### config.mk
export PLATFORM = sky130hd
export DESIGN_NAME = pdm_qualifier
export DESIGN_NICKNAME = d
export VERILOG_FILES = /design/src/core/pdm_qualifier.v /design/src/core/pdm_sync.v
export VERILOG_INCLUDE_DIRS = /design/src /design/src/core
export SDC_FILE = /design/constraint.sdc
export NUM_CORES = 1
export LEC_CHECK = 0
export CAP_MARGIN = 0
export CORE_UTILIZATION = 55
export CTS_CLUSTER_SIZE = 40
export DETAILED_ROUTE_END_ITERATION = 8
export DONT_BUFFER_PORTS = 1
export GPL_TIMING_DRIVEN = 1
export PLACE_DENSITY_LB_ADDON = 0.05
export SYNTH_ARGS = -nofsm -noshare
export SYNTH_HDL_FRONTEND = slang
export SYNTH_SLANG_ARGS = --single-unit
### constraint.sdc
create_clock -name ref_clk -period 13 [get_ports ref_clk]
set_input_delay 1.3 -clock ref_clk [delete_from_list [all_inputs] [get_ports ref_clk]]
set_output_delay 1.3 -clock ref_clk [all_outputs]
set_load 0.02 [all_outputs]
### src/core/pdm_map.vh
// What this block does
// - Latch lane 0 on second rising strobe edge
// - Fixed and on-the-fly burst lengths both accepted
// - Mode register 3 bit 4 enters; resets 0
// - Lane 0 low executes, high discards MRS
// - Writing bit 4 to zero exits mode
// - Exit rewrites register 3 wholly, harmless
// - Lane 0 captured by strobe like writes
// - No dynamic termination while mode active
// - Termination pin drives nominal termination in mode
// - Parity latency from register 5 bits 2:0
`ifndef PDM_MAP_VH
`define PDM_MAP_VH

// Mode register select codes
`define PDM_MR0 3'h0
`define PDM_MR1 3'h1
`define PDM_MR3 3'h3
`define PDM_MR5 3'h5

// Field positions
`define PDM_MR3_MODE_BIT 4
`define PDM_MR5_PL_LSB 0
`define PDM_MR5_PARK_LSB 6
`define PDM_MR1_NOM_LSB 8
`define PDM_MR0_BL_LSB 0

// Reset values
`define PDM_MODE_RST 1'h0
`define PDM_PL_RST 3'h0
`define PDM_TERM_RST 3'h0
`define PDM_BL_RST 2'h0

// Parity latency codes and clock counts
`define PDM_PL_CODE_OFF 3'h0
`define PDM_PL_CODE_4 3'h1
`define PDM_PL_CODE_5 3'h2
`define PDM_PL_CODE_6 3'h3
`define PDM_PL_CODE_8 3'h4
`define PDM_PL_CLK_4 4'h4
`define PDM_PL_CLK_5 4'h5
`define PDM_PL_CLK_6 4'h6
`define PDM_PL_CLK_8 4'h8

// Strobe edge that carries the qualifying bit
`define PDM_DQS_CAPTURE_EDGE 2'h2
// Command clocks to wait for the strobe before dropping the command
`define PDM_CAP_TIMEOUT 6'h10
// Direct turn-on/off latency is write latency minus this many clocks
`define PDM_DODT_OFFSET 7'h02

`endif

### src/core/pdm_qualifier.v
`timescale 1ns/1ps
`include "pdm_map.vh"
module pdm_qualifier #(
    parameter DLY_DEPTH = 32
) (
    // Clock, reset, enable
    input wire ref_clk,
    input wire arst_n,
    input wire ce,
    // Command pins, command clock domain
    input wire ck,
    input wire cs_n,
    input wire act_n,
    input wire ras_n,
    input wire cas_n,
    input wire we_n,
    input wire [1:0] bg,
    input wire [1:0] ba,
    input wire [17:0] addr,
    // Data and termination pins
    input wire dqs,
    input wire dq0,
    input wire odt,
    // Latency configuration, in command clocks
    input wire [4:0] additive_latency,
    input wire [4:0] cas_write_latency,
    // Mode register write towards the register array
    output reg mr_wr_valid,
    output reg [2:0] mr_wr_sel,
    output reg [17:0] mr_wr_data,
    // Status
    output wire per_device_select_mode,
    output reg mrs_dropped,
    output reg foreign_cmd,
    output wire [3:0] parity_latency,
    output wire [1:0] burst_length_on_the_fly,
    // Termination control
    output reg nominal_termination_on,
    output wire park_termination_on,
    output wire dynamic_term_allowed
);
    localparam ST_IDLE = 2'h0;
    localparam ST_WAIT_WL = 2'h1;
    localparam ST_WAIT_DQS = 2'h2;

    wire [30:0] pin_s;
    wire ck_s;
    wire cs_n_s;
    wire act_n_s;
    wire ras_n_s;
    wire cas_n_s;
    wire we_n_s;
    wire [1:0] bg_s;
    wire [1:0] ba_s;
    wire [17:0] addr_s;
    wire dqs_s;
    wire dq0_s;
    wire odt_s;

    pdm_sync #(.W(31)) u_sync (
        .ref_clk(ref_clk),
        .arst_n(arst_n),
        .ce(ce),
        .d({ck, cs_n, act_n, ras_n, cas_n, we_n, bg, ba, addr, dqs, dq0, odt}),
        .q(pin_s)
    );

    assign {ck_s, cs_n_s, act_n_s, ras_n_s, cas_n_s, we_n_s, bg_s, ba_s, addr_s,
        dqs_s, dq0_s, odt_s} = pin_s;

    function [3:0] pl_clocks;
        input [2:0] code;
        begin
            case (code)
                `PDM_PL_CODE_4: pl_clocks = `PDM_PL_CLK_4;
                `PDM_PL_CODE_5: pl_clocks = `PDM_PL_CLK_5;
                `PDM_PL_CODE_6: pl_clocks = `PDM_PL_CLK_6;
                `PDM_PL_CODE_8: pl_clocks = `PDM_PL_CLK_8;
                default: pl_clocks = 4'h0;
            endcase
        end
    endfunction

    reg ck_d_reg;
    reg dqs_d_reg;
    reg mode_reg;
    reg [2:0] pl_code_reg;
    reg [2:0] park_reg;
    reg [2:0] nom_reg;
    reg [1:0] bl_reg;
    reg [1:0] state_reg;
    reg [6:0] lat_cnt_reg;
    reg [1:0] dqs_cnt_reg;
    reg [5:0] tmo_reg;
    reg [2:0] hold_sel_reg;
    reg [17:0] hold_data_reg;
    reg [DLY_DEPTH-1:0] odt_dly_reg;

    wire ck_rise = ck_s & ~ck_d_reg;
    wire dqs_rise = dqs_s & ~dqs_d_reg;
    wire cmd_sel = ck_rise & ~cs_n_s;
    wire is_mrs = cmd_sel & act_n_s & ~ras_n_s & ~cas_n_s & ~we_n_s;
    wire is_other = cmd_sel & ~(act_n_s & ras_n_s & cas_n_s & we_n_s) & ~is_mrs;
    wire [2:0] cmd_mr = {bg_s[0], ba_s};

    // Write position: additive plus write plus parity latency
    wire [6:0] wr_lat = {2'h0, additive_latency} + {2'h0, cas_write_latency}
        + {3'h0, parity_latency};
    wire [6:0] dodt_lat = (wr_lat > `PDM_DODT_OFFSET) ? (wr_lat - `PDM_DODT_OFFSET) : 7'h0;

    assign per_device_select_mode = mode_reg;
    assign parity_latency = pl_clocks(pl_code_reg);
    assign burst_length_on_the_fly = bl_reg;
    assign park_termination_on = (park_reg != 3'h0);
    assign dynamic_term_allowed = ~mode_reg;

    always @(posedge ref_clk or negedge arst_n)
    begin
        if (!arst_n)
        begin
            ck_d_reg <= 1'b0;
            dqs_d_reg <= 1'b0;
            mode_reg <= `PDM_MODE_RST;
            pl_code_reg <= `PDM_PL_RST;
            park_reg <= `PDM_TERM_RST;
            nom_reg <= `PDM_TERM_RST;
            bl_reg <= `PDM_BL_RST;
            state_reg <= ST_IDLE;
            lat_cnt_reg <= 7'h0;
            dqs_cnt_reg <= 2'h0;
            tmo_reg <= 6'h0;
            hold_sel_reg <= 3'h0;
            hold_data_reg <= 18'h0;
            mr_wr_valid <= 1'b0;
            mr_wr_sel <= 3'h0;
            mr_wr_data <= 18'h0;
            mrs_dropped <= 1'b0;
            foreign_cmd <= 1'b0;
            odt_dly_reg <= {DLY_DEPTH{1'b0}};
            nominal_termination_on <= 1'b0;
        end
        else if (ce)
        begin
            ck_d_reg <= ck_s;
            dqs_d_reg <= dqs_s;
            mr_wr_valid <= 1'b0;
            mrs_dropped <= 1'b0;
            foreign_cmd <= mode_reg & is_other;
            if (ck_rise)
                odt_dly_reg <= {odt_dly_reg[DLY_DEPTH-2:0], odt_s};
            // Termination pin steers nominal termination at direct latency
            if (nom_reg == 3'h0)
                nominal_termination_on <= 1'b0;
            else if (dodt_lat == 7'h0)
                nominal_termination_on <= odt_s;
            else
                nominal_termination_on <= odt_dly_reg[dodt_lat[4:0] - 5'h1];
            case (state_reg)
                ST_IDLE:
                begin
                    if (is_mrs)
                    begin
                        hold_sel_reg <= cmd_mr;
                        hold_data_reg <= addr_s;
                        if (mode_reg)
                        begin
                            // Qualifying transfer follows at the write position
                            lat_cnt_reg <= wr_lat;
                            dqs_cnt_reg <= 2'h0;
                            tmo_reg <= `PDM_CAP_TIMEOUT;
                            state_reg <= ST_WAIT_WL;
                        end
                        else
                        begin
                            mr_wr_valid <= 1'b1;
                            mr_wr_sel <= cmd_mr;
                            mr_wr_data <= addr_s;
                            state_reg <= ST_IDLE;
                        end
                    end
                end
                ST_WAIT_WL:
                begin
                    if (ck_rise)
                    begin
                        if (lat_cnt_reg <= 7'h1)
                            state_reg <= ST_WAIT_DQS;
                        else
                            lat_cnt_reg <= lat_cnt_reg - 7'h1;
                    end
                end
                ST_WAIT_DQS:
                begin
                    if (ck_rise)
                        tmo_reg <= tmo_reg - 6'h1;
                    if (dqs_rise)
                    begin
                        dqs_cnt_reg <= dqs_cnt_reg + 2'h1;
                        // Second rising edge covers both chopped and full bursts
                        if (dqs_cnt_reg + 2'h1 == `PDM_DQS_CAPTURE_EDGE)
                        begin
                            state_reg <= ST_IDLE;
                            if (!dq0_s)
                            begin
                                mr_wr_valid <= 1'b1;
                                mr_wr_sel <= hold_sel_reg;
                                mr_wr_data <= hold_data_reg;
                            end
                            else
                                mrs_dropped <= 1'b1;
                        end
                    end
                    else if (ck_rise && tmo_reg == 6'h1)
                    begin
                        mrs_dropped <= 1'b1;
                        state_reg <= ST_IDLE;
                    end
                end
                default:
                    state_reg <= ST_IDLE;
            endcase
            // Shadow the fields this block needs when a write takes effect
            if (mr_wr_valid)
            begin
                case (mr_wr_sel)
                    `PDM_MR3: mode_reg <= mr_wr_data[`PDM_MR3_MODE_BIT];
                    `PDM_MR5:
                    begin
                        pl_code_reg <= mr_wr_data[`PDM_MR5_PL_LSB +: 3];
                        park_reg <= mr_wr_data[`PDM_MR5_PARK_LSB +: 3];
                    end
                    `PDM_MR1: nom_reg <= mr_wr_data[`PDM_MR1_NOM_LSB +: 3];
                    `PDM_MR0: bl_reg <= mr_wr_data[`PDM_MR0_BL_LSB +: 2];
                    default: bl_reg <= bl_reg;
                endcase
            end
        end
    end
endmodule

### src/core/pdm_sync.v
`timescale 1ns/1ps
module pdm_sync #(
    parameter W = 1
) (
    // Clock and reset
    input wire ref_clk,
    input wire arst_n,
    input wire ce,
    // Data
    input wire [W-1:0] d,
    output wire [W-1:0] q
);
    reg [W-1:0] meta_reg;
    reg [W-1:0] sync_reg;

    always @(posedge ref_clk or negedge arst_n)
    begin
        if (!arst_n)
        begin
            meta_reg <= {W{1'b0}};
            sync_reg <= {W{1'b0}};
        end
        else if (ce)
        begin
            meta_reg <= d;
            sync_reg <= meta_reg;
        end
    end

    assign q = sync_reg;
endmodule

==> After elaboration in Yosys (flattened, before gate mapping) <==
Index checks and enable logic that the tools add are counted.
{ "op_classes": {"add_sub_neg": 7, "order_cmp": 3, "eq_ne": 23, "mux": 50, "bitwise_logic": 22, "reduce_logical": 19} }
{ "op_table": {"columns": ["op", "n"], "rows": [
  ["two-way mux 18 bit", 5],
  ["one-hot mux 18 bit (2 select lines)", 1],
  ["two-way mux 7 bit", 5],
  ["inequality test 2 bit, second input constant", 10],
  ["two-way mux 2 bit", 9],
  ["two-way mux 6 bit", 3],
  ["one-hot mux 4 bit (4 select lines)", 1],
  ["two-way mux 3 bit", 5],
  ["AND reduction 3 bit", 5],
  ["two-way mux 1 bit", 14],
  ["one-hot mux 7 bit (2 select lines)", 1],
  ["AND 1 bit", 13],
  ["one-hot mux 6 bit (2 select lines)", 1],
  ["AND reduction 6 bit", 2],
  ["AND reduction 5 bit", 2],
  ["== test 3 x 2 -> 1 bit, second input constant", 3],
  ["NOT 1 bit", 9],
  ["adder 6 x 4 -> 7 bit", 1],
  ["greater-than comparator 7 x 2 -> 1 bit, second input constant", 1],
  ["<= comparator 7 x 1 -> 1 bit, second input constant", 1],
  ["logical NOT 7 bit", 1],
  ["AND reduction 7 bit", 1],
  ["subtractor 7 x 1 -> 7 bit, second input constant", 1],
  ["subtractor 7 x 2 -> 7 bit, second input constant", 1],
  ["other kinds (22)", 28]
]} }
{ "word_totals": {"reg_bits": 171, "in_bits": 44, "output_inout_bits": 34, "elab_cells": 146} }

==> Longest topological paths before layout <==
Gate-level depths: netlist (run 1).
{ "depth": {"ltp_word": 10, "ltp_mapped": 20, "ltp_nobuf": 18} }

==> By module <==
Synthesis (run 1) repeated with hierarchy kept, for this count alone.
{ "unflattened": {"cells_unflattened": 672, "area_unflattened_um2": 8493.1} }
{ "by_module_without_submodules": {"columns": ["module", "instances", "cells_per_inst", "area_each_um2", "seq_area_each_um2"], "rows": [
  ["pdm_qualifier", 1, 541, 5886.9, 2727.6],
  ["pdm_sync", 1, 131, 2606.2, 1551.5]
]} }

==> Least setup slack after synthesis (run 1) <==
No wires, ideal clock.
{ "synth_timing": {"kind": "in2reg", "start": "in additive_latency[1]", "end": "reg nominal_termination_on", "setup_ps": 124, "t_arrival_ps": 5310, "required_ps": 12876, "setup_slack_ps": 7566, "stages": 17, "n_path_buf": 3, "path_cell_list": "fa_1 -> ha_1 -> fa_1 -> inv_1 -> ha_1 -> o21a_1 -> o221ai_2 -> nand2b_1 -> ha_1 -> clkbuf_1 -> buf_1 -> clkbuf_1 -> mux2i_1 -> a21oi_1 -> nand4b_1 -> a21oi_1 -> o31a_1"} }
{ "synth_via": {"elab_chain_cells": 9, "word_cells_on_any_way": 11, "cone_classes": "add/sub (4); order compare (1); mux (5); reduce/logical (1)"} }
{ "synth_lines": {"columns": ["element", "line", "rtl"], "rows": [
  ["from (decl)", "pdm_qualifier.v:25", "input wire [4:0] additive_latency,"],
  ["adder 5 x 5 -> 6 bit (*)", "pdm_qualifier.v:107", "wire [6:0] wr_lat = {2'h0, additive_latency} + {2'h0, cas_write_latency}"],
  ["adder 6 x 4 -> 7 bit (*)", "pdm_qualifier.v:108", "+ {3'h0, parity_latency};"],
  ["subtractor 7 x 2 -> 7 bit (no source line) or greater-than comparator 7 x 2 -> 1 bit (tied branches)", null, null],
  ["two-way mux 7 bit (*)", "pdm_qualifier.v:109", "wire [6:0] dodt_lat = (wr_lat > `PDM_DODT_OFFSET) ? (wr_lat - `PDM_DODT_OFFSET) : 7'h0;"],
  ["subtractor 5 x 1 -> 5 bit", "pdm_qualifier.v:157", "nominal_termination_on <= odt_dly_reg[dodt_lat[4:0] - 5'h1];"],
  ["binary-select mux 1 bit (select 5 bit)", "pdm_qualifier.v:157", null],
  ["two-way mux 1 bit (implied by the code)", "pdm_qualifier.v:157", null],
  ["two-way mux 1 bit (*)", "pdm_qualifier.v:154", "else if (dodt_lat == 7'h0)"],
  ["two-way mux 1 bit (*)", "pdm_qualifier.v:152", "if (nom_reg == 3'h0)"],
  ["to (signal assigned)", "pdm_qualifier.v:155", "nominal_termination_on <= odt_s;"],
  ["to (signal assigned)", "pdm_qualifier.v:157", null],
  ["to (decl)", "pdm_qualifier.v:38", "output reg nominal_termination_on,"]
]} }
Every way passes the cells marked *; elsewhere a longest branch is shown, timed or not. The select of a mux whose other input is x is not followed.
A chain may end at the register's enable or synchronous reset.

==> Worst setup path in the final report (run 1) <==
Ends and elaborated chain as after synthesis.

==> out/results.txt, run 1 <==
Vias per cell = 6.018
Final max-slew violation count = 0
Initial drt markers = 294
Crit-path max FO = 27
Postcts setup bufs = 0
First-pass GRT wire length = 27200 µm
DRC Markers = 0
WP data required = 13.31 ns
FF+latch count, synth = 169
Fin util = 61.59%
Most instantiated library cell after synthesis = dfrtp_1
R2R Setup Slk = 7.60 ns
Max layer used = met4
CTS tree = done
# IOs = 78
Total number of vias = 5320
Pin count of the biggest net entering global routing = 170
Final hold vios = 0
Metal3 WL = 806 µm
Final Instance Area = 8985 µm²
DRT met1 WL = 7070 µm
Die ar. = 15470 µm²
YS warnings = 0
Max clock buf depth = 2
Hpwl dp = 10740 µm
CTS Buf Count = 17
Leakage power = 4.041 nW
Cell variety after synth = 68
Gr usage total = 21.98%
FP Rows = 44
Y dimension of the die = 124.4 µm
Skew final = 0.009139 ns
Crit path launch type = input pin
Ys async rst share = 100.0%
Syn-to-layout area delta = 9.067%
Level count of the clock H-tree = 4
Top cells by area, synth = dfrtp_1 51%, mux2_2 17%, mux2i_1 3.3%
Syn Area/Cell = 11.84 µm²
Worst-skew pair later-pin latency = 0.42 ns
Top cell type's share of synthesized area = 51.34%
Cts repair resizes = 0
WS Path Type = in2reg
CTS clk-pin slew, worst paths = 0.06 ns
RSZ-0062 raised after global routing = false
Peak VDD IR = 0.0001086 V
Synth Cell Area = 8238 µm²
Sequential share of the synthesized area = 51.34%
Vias in the first global route = 5465
Die X = 124.4 µm
Initial core utilization = 56.47%
Max reg flops = 32
Syn Inst Count = 696
Worst-Margin Slew = 1.013 ns
Rel. slew slack = 32.34%
Crit path DAT = 5.77 ns
WL per Instance = 18.12 µm
Initial antenna violation count = 1
Met2 wire len = 7999 µm
Sum Neg Setup Slack = 0 ns
Share of layout cells above drive strength 1 = 26.90%
Mapped Nets = 758
Clk sink count = 169
Post-synth top flop = dfrtp_1
Final period util = 42.01%
Gr ovfl total = 0
Critical Path Sink Type = flip-flop
ANT nets after route = 0
Buffers added on ports = 0
Max-cap viol count = 0
Endpoints failing setup = 0
Power Density = 162.4 nW/µm²
Post-synth EDFFs = 0
Outcome = finished clean
Cts hold-fix bufs = 0
Max Freq = 183.1 MHz
Gpl congestion = 0.8164
Clock period minus worst slack = 5.461 ns
HP Class = reg2reg
Core Footprint = 14590 µm²
Clk root buf = clkbuf_16
Pre-Repair DR Iteration Count = 4
Synth cell count leaders = 169 x dfrtp_1, 127 x mux2_2, 50 x nor2_1, 34 x a21oi_1, 33 x o21ai_0
Nets = 748
Top cell type by total area after synthesis = dfrtp_1
Dpl cell area = 8364 µm²
Post-Route WL = 16020 µm
report_power, final:
group | internal, mW | leakage (nW) | switching [mW]
sequential | 0.599 | 2.18 | 0.0567
clock | 0.297 | 0.304 | 0.222
combinational | 0.142 | 1.56 | 0.142
total | 1.04 | 4.04 | 0.421
final timing paths:
| kind | depth (start not counted) | endpoint | start |
|---|---|---|---|
| max in group asynchronous | 0 | u_sync.meta_reg[27]$_DFFE_PN0P_ | arst_n |
| worst min register to register | 1 | lat_cnt_reg[5]$_DFFE_PN0P_ | lat_cnt_reg[5]$_DFFE_PN0P_ |
| worst min-delay path | 1 | lat_cnt_reg[5]$_DFFE_PN0P_ | lat_cnt_reg[5]$_DFFE_PN0P_ |
| worst max register to register | 16 | nominal_termination_on$_DFFE_PN0P_ | pl_code_reg[2]$_DFFE_PN0P_ |
| worst max-delay path | 15 | nominal_termination_on$_DFFE_PN0P_ | additive_latency[1] |
| min in group asynchronous | 0 | odt_dly_reg[22]$_DFFE_PN0P_ | arst_n |
metal layers:
| layer | track usage, % | vias to the layer above |
|---|---|---|
| met3 | 5.971 | 12 |
| met1 | 28.63 | 2718 |
| li1 | - | 2493 |
| met5 | 0 | - |
| met2 | 36.20 | 97 |
| met4 | 5.882 | 0 |
area by class of cell:
| cell class | instances | area [µm²] |
|---|---|---|
| sequential | 169 | 4229 |
| multi-input combinational | 467 | 3775 |
| timing repair buffer | 5 | 37.54 |
| clock buffer | 18 | 439.2 |
| inverter | 26 | 97.59 |
| clock inverter | 14 | 173.9 |
| fill | 1176 | 5604 |
| antenna | 1 | 2.502 |
| tap | 184 | 230.2 |
cells in the final DEF (no fill, tap or decap), types with 6 or more instances in the layout:
cell	instances
mux2_2	127
nor2b_1	6
mux2i_1	27
nor2_1	49
inv_6	8
a22o_1	6
dfrtp_1	169
nor3_1	21
nand2_1	31
nand3_1	9
a21oi_1	34
ha_1	13
nor4_1	6
o21ai_0	33
inv_1	26
clkbuf_16	17
worst max-delay path, stage by stage:
cell	delay [ns]
fa_1	0.51
ha_1	0.27
fa_1	0.58
inv_1	0.09
ha_1	0.26
o21a_1	0.23
o221ai_2	0.16
nand2b_1	0.20
ha_1	0.96
mux2_2	0.41
o31ai_1	0.20
a311oi_1	0.08
nand3_1	0.12
a21oi_1	0.08
o31a_1	0.30
logic make-up (layout without fill, tap and decap cells):
logic type                 count (synthesis)  after routing  share of synthesized area (%)
DFF                                      169            169                          51.34
AOI/OAI and AO/OA                        122            122                          9.827
other                                      0              1                              0
and+or+nand+nor                          158            158                          9.508
xor gates and xnor gates                  10             10                          1.154
muxes                                    159            159                          22.05
buffers and inverters                     60             63                          2.931
adders and majority gates                 18             18                          3.190
metrics by stage:
stage	setup slack, ns	hold slack, ns	power (mW)	std cells
2_1_floorplan	7.566	0.4640	0.8885	696
3_3_place_gp	7.127	0.4809	0.9300	851
3_5_place_dp	7.090	0.4847	0.9476	851
4_1_cts	7.527	0.5038	1.473	883
5_1_grt	7.256	0.5137	1.536	883
6_report	7.539	0.5004	1.459	884
Note: power is estimated with default switching activity, not from simulation.
==> run 2, diff against run 1 <==
--- a/config.mk
+++ b/config.mk
@@ -6,6 +6,7 @@
 export SDC_FILE = /design/constraint.sdc
 export NUM_CORES = 1
 export LEC_CHECK = 0
+export ABC_AREA = 1
 export CAP_MARGIN = 0
 export CORE_UTILIZATION = 55
 export CTS_CLUSTER_SIZE = 40
==> constraint.sdc (replaced) <==
create_clock -name ref_clk -period 5.1 [get_ports ref_clk]
set_input_delay 0.51 -clock ref_clk [delete_from_list [all_inputs] [get_ports ref_clk]]
set_output_delay 0.51 -clock ref_clk [all_outputs]
set_load 0.02 [all_outputs]
==> run 2 against run 1 <==
  * Combinational power grew to 3.7 times the previous value
  * Non-clock buffer count is 3 higher
  * Clock skew is 0.0011 ns lower
  * Global-route usage is 1.9 points higher
  * Area after synthesis is 3.1% lower
==> out/results.txt, run 2 <==
WL per Instance = 14.28 µm
Critical Path Sink Type = flip-flop
CTS clk-pin slew, worst paths = 0.06 ns
Crit path DAT = 4.81 ns
CTS Buf Count = 17
Share of layout cells above drive strength 1 = 7.233%
Syn Inst Count = 957
Area of the multi-input gates = 3087 µm²
DRC Markers = 0
Gr ovfl total = 0
Ys async rst share = 100.0%
Die ar. = 15000 µm²
Mapped Nets = 1019
Rel. slew slack = 20.35%
Reg2reg start = pl_code_reg[2]$_DFFE_PN0P_
Nets = 1005
Pre-Repair DR Iteration Count = 5
Crit path launch type = flip-flop
Pin count of the biggest net entering global routing = 170
Gpl congestion = 0.8722
Post-Route WL = 16190 µm
CP Cell Sequence = nor3_1, buf_4, fa_1, ha_1, fa_1, inv_1, ha_1, nand2_1, nand2_2, nand4_4, nand2_4, ha_1, inv_1, nand3_1, nand3_1, nand3_1, nand3b_1, nand2_1, nand2_1, nand2_1, nand2_1
Worst-skew pair later-pin latency = 0.43 ns
Top cell type by total area after synthesis = dfrtp_1
Most frequent cells in the layout = 283 x nand2_1, 169 x dfrtp_1, 127 x o21ai_0
Worst-Margin Slew = 1.193 ns
Final hold vios = 0
Slowest stage delay, CP = 0.48 ns
FP Rows = 43
Worst Hold Slack = 0.1035 ns
ANT nets after route = 0
First-pass GRT wire length = 27460 µm
Worst r2r path cells = 21
Level count of the clock H-tree = 4
Syn Area/Cell = 8.343 µm²
Clk sink count = 169
Vias in the first global route = 5774
Most instantiated library cell after synthesis = nand2_1
Outcome = finished clean
Gr usage total = 23.89%
Syn-to-layout area delta = 8.478%
Max reg flops = 32
Antenna cells = 0
Synth Cell Area = 7984 µm²
Worst path buffer plus inverter count = 3
Top cells by area, synth = dfrtp_1 53%, nand2_1 13%, o21ai_0 8.0%
Core Footprint = 14040 µm²
Cell variety after synth = 43
Initial drt markers = 450
Leakage power = 4.308 nW
Y dimension of the die = 122.5 µm
Postcts setup bufs = 0
RSZ-0062 raised after global routing = false
Sequential share of the synthesized area = 52.97%
HP Class = in2async
Endpoints failing setup = 0
Max Freq = 225.1 MHz
Cts hold-fix bufs = 1
Cts repair resizes = 0
Clk root buf = clkbuf_16
Synth cell count leaders = 283 x nand2_1, 169 x dfrtp_1, 127 x o21ai_0, 124 x inv_1, 67 x nand3_1
Fillers = 1232
Final max-slew violation count = 0
Hpwl dp = 10830 µm
# IOs = 78
Buffers added on ports = 0
Post-synth top flop = dfrtp_1
Sum Neg Setup Slack = 0 ns
Die X = 122.5 µm
Crit path max-delay family = adder cells
Top cell type's share of synthesized area = 52.97%
R2R Setup Slk = 0.66 ns
Clock period minus worst slack = 4.442 ns
FF+latch count, synth = 169
Reg2Reg Capture Point = nominal_termination_on$_DFFE_PN0P_
Max-cap viol count = 0
Final period util = 87.10%
Crit-path max FO = 23
Critical-path top delay cell = fa_1
Peak VDD IR = 0.0003191 V
Skew final = 0.008054 ns
Register area = 4229 µm²
Initial antenna violation count = 0
Initial core utilization = 56.86%
Power Density = 494.0 nW/µm²
Total number of vias = 6034
Critical path's most frequent cell = nand2_1
Vias per cell = 5.321
WP data required = 5.46 ns
CTS tree = done
YS warnings = 0
Most common cell after layout, fill and taps aside = nand2_1
Max clock buf depth = 2
Post-synth EDFFs = 0
WS Path Type = reg2reg
## run 2: cell types whose count changed after synthesis, sizes merged, moves of 6 or more
cell    previous run  this run
nand2             31       297
a21oi             35         9
nand3             10        69
nor2              50        35
o21ai             37       129
inv               26       128
nor3              22        11
o211ai             1        13
a31oi              3        10
mux2i             27         0
nor2b              6         0
mux2             127         0
## run 2: kinds of logic after synthesis
group	count (synthesis)	synth area share (%)
AO/OA/AOI/OAI	174	12.16
XOR/XNOR	6	0.6583
adder cells (fa/ha/maj)	18	3.291
buffers and inverters	170	8.400
flip-flops	169	52.97
AND/OR/NAND/NOR	420	22.52
## run 2: how the worst max path moves through the flow
stage / from / endpoint / slack, ns / cells after the start
after floorplan: pl_code_reg[2]$_DFFE_PN0P_ / nominal_termination_on$_DFFE_PN0P_ / 0.85 / 22
after global placement: pl_code_reg[2]$_DFFE_PN0P_ / nominal_termination_on$_DFFE_PN0P_ / 0.78 / 21
after detailed placement: pl_code_reg[2]$_DFFE_PN0P_ / nominal_termination_on$_DFFE_PN0P_ / 0.64 / 21
after CTS: pl_code_reg[2]$_DFFE_PN0P_ / nominal_termination_on$_DFFE_PN0P_ / 0.62 / 21
after global routing: pl_code_reg[2]$_DFFE_PN0P_ / nominal_termination_on$_DFFE_PN0P_ / 0.29 / 21
final: pl_code_reg[2]$_DFFE_PN0P_ / nominal_termination_on$_DFFE_PN0P_ / 0.66 / 21
## run 2: area by class of cell
cell class / instances / share of cell area [%]
sequential: 169 / 48.83
multi-input combinational: 618 / 35.64
inverter: 129 / 5.591
clock buffer: 18 / 5.071
tap: 180 / 2.600
clock inverter: 12 / 1.344
timing repair buffer: 8 / 0.9246
## run 2: metal layers
| layer | vias to the layer above | routed length [µm] | global-route usage (%) |
|---|---|---|---|
| li1 | 3021 | - | - |
| met5 | - | 0 | 0 |
| met4 | 0 | 250 | 8.384 |
| met1 | 2897 | 7114 | 29.64 |
| met3 | 19 | 697 | 5.855 |
| met2 | 97 | 8132 | 40.59 |
## run 2: through the flow
step                utilization (%)  instance area (µm²)  power (mW)  worst slack, ns  std cells
detailed placement            57.52                 8078       3.060           0.6360       1103
global placement              57.52                 8078       3.020           0.7835       1103
floorplan                         -                 7984       2.807           0.8534        957
CTS                           61.68                 8661       4.324           0.6247       1134
finish                        61.68                 8661       4.278           0.6577       1134
global route                  61.68                 8661       4.581           0.2946       1134
## run 2: power breakdown
part           switching [mW]  internal, mW  leakage (nW)  total (mW)
sequential              0.346          1.68          2.13        2.03
clock                   0.527         0.685         0.269        1.21
combinational           0.675         0.362          1.91        1.04
total                    1.55          2.73          4.31        4.28
==> run 3, diff against run 2 <==
--- a/config.mk
+++ b/config.mk
@@ -6,8 +6,6 @@
 export SDC_FILE = /design/constraint.sdc
 export NUM_CORES = 1
 export LEC_CHECK = 0
-export ABC_AREA = 1
-export CAP_MARGIN = 0
 export CORE_UTILIZATION = 55
 export CTS_CLUSTER_SIZE = 40
 export DETAILED_ROUTE_END_ITERATION = 8
==> run 3 against run 2 <==
  * The flow now finishes with violations (hold timing)
  * Global-route usage down 1.5 points
  * Via count down 12%
  * Setup slack worse by 0.34 ns
  * Sequential power down 18%
  * Combinational power down 27%
  * Sequential share of layout area down 2.3 points
  * Clock skew up 0.0045 ns
  * Register-to-register slack worse by 0.34 ns
  * Utilization up 0.56 points
  * Critical path depth down 5
  * Hold slack worse by 0.11 ns
  * Critical path type unchanged
  * Highest routed layer unchanged
==> out/results.txt, run 3 (synthesis gave the netlist of run 1 again) <==
Outcome = finished, violations left
Violated checks = hold timing
Worst-skew pair later-pin latency = 0.43 ns
Crit path max-delay family = adder cells
Most frequent cells in the layout = 169 x dfrtp_1, 127 x mux2_2, 49 x nor2_1
Design Power = 3.775 mW
Core Footprint = 14590 µm²
Power Density = 415.7 nW/µm²
Crit path launch type = flip-flop
Leakage power = 4.089 nW
Clk root buf = clkbuf_16
WL per Instance = 17.84 µm
Level count of the clock H-tree = 4
Pre-Repair DR Iteration Count = 4
FP Rows = 44
Nets = 757
First-pass GRT wire length = 27570 µm
WP data required = 5.41 ns
DRC Markers = 0
Syn-to-layout area delta = 10.22%
Gr ovfl total = 0
RSZ-0062 raised after global routing = false
Rel. slew slack = 28.01%
Fillers = 1160
CTS clk-pin slew, worst paths = 0.07 ns
Worst Hold Slack = -0.01006 ns
Gpl congestion = 0.8082
Max clock buf depth = 2
Vias in the first global route = 5453
Share of layout cells above drive strength 1 = 27.82%
Post-Route WL = 15920 µm
CTS tree = done
Initial antenna violation count = 1
HP Class = in2async
Clk sink count = 169
Antenna cells = 0
Postcts setup bufs = 0
Fin util = 62.24%
Endpoints failing setup = 0
Pin count of the biggest net entering global routing = 170
Y dimension of the die = 124.4 µm
Sum Neg Setup Slack = 0 ns
Vias per cell = 5.956
Final max-slew violation count = 0
Most common cell after layout, fill and taps aside = dfrtp_1
Max reg flops = 32
WS Path Type = reg2reg
Worst path buffer plus inverter count = 1
Die X = 124.4 µm
CTS Buf Count = 17
Worst-Margin Slew = 1.077 ns
Critical-path top delay cell = ha_2
Buffers added on ports = 0
Gr usage total = 22.38%
Max-cap viol count = 0
Total number of vias = 5313
Final period util = 93.72%
Skew final = 0.01251 ns
Initial drt markers = 257
Max Freq = 209.2 MHz
Final hold vios = 5
Peak VDD IR = 0.0003418 V
# IOs = 78
ANT nets after route = 0
Final worst slack = 0.3202 ns
Initial core utilization = 56.47%
Clock period minus worst slack = 4.780 ns
Slowest stage delay, CP = 0.62 ns
Critical Path Sink Type = flip-flop
Dpl ws = 0.1596 ns
Hpwl dp = 10740 µm
Crit path DAT = 5.09 ns
Crit-path max FO = 18
Die ar. = 15470 µm²
CP Cell Sequence = and3b_1, fa_1, ha_1, fa_1, inv_1, ha_1, o21a_1, o221ai_2, nand2b_1, ha_2, mux2_2, o31ai_1, a311oi_1, nand3_1, a21oi_1, o31a_1
## run 3: report_power, final
group          total [mW]  switching, mW  internal, mW
combinational       0.760          0.384         0.376
clock                1.34          0.594         0.750
sequential           1.67          0.144          1.53
## run 3: path summary, 6_finish.rpt
check / startpoint / depth (start not counted) / endpoint / slack (ns)
setup / recovery: pl_code_reg[2]$_DFFE_PN0P_ / 16 / nominal_termination_on$_DFFE_PN0P_ / 0.32
hold / removal: arst_n / 1 / odt_dly_reg[23]$_DFFE_PN0P_ / -0.01
setup reg to reg: pl_code_reg[2]$_DFFE_PN0P_ / 16 / nominal_termination_on$_DFFE_PN0P_ / 0.32
min in group ref_clk: addr[5] / 1 / u_sync.meta_reg[8]$_DFFE_PN0P_ / 0.22
max in group asynchronous: arst_n / 1 / u_sync.meta_reg[12]$_DFFE_PN0P_ / 4.38
hold reg to reg: park_reg[1]$_DFFE_PN0P_ / 1 / park_reg[1]$_DFFE_PN0P_ / 0.50
## run 3: repair_timing
item | in CTS | in global routing
setup endpoints to repair | 0 | 1
hold buffers | 1 | 0
hold endpoints to repair | 169 | 0
gates resized for setup | 0 | 1
## run 3: routing by layer
| metal | track usage, % | routed length [µm] | up-vias |
|---|---|---|---|
| li1 | - | - | 2523 |
| met1 | 29.59 | 7217 | 2661 |
| met2 | 35.46 | 7592 | 107 |
| met3 | 6.701 | 797 | 22 |
| met4 | 6.945 | 309 | 0 |
| met5 | 0 | 0 | - |
## run 3: final cells by class
type / count / area (µm²) / area share, %
clock buffer: 17 / 425.4 / 4.685
clock inverter: 15 / 200.2 / 2.205
inverter: 26 / 97.59 / 1.075
multi-input combinational: 467 / 3772 / 41.55
sequential: 169 / 4229 / 46.58
tap: 184 / 230.2 / 2.535
timing repair buffer: 14 / 125.1 / 1.378
## run 3: stage by stage
stage	instances	cell area, µm²
3_5_place_dp	859	8424
2_1_floorplan	696	8238
6_report	892	9080
4_1_cts	892	9077
5_1_grt	892	9080
3_3_place_gp	859	8424
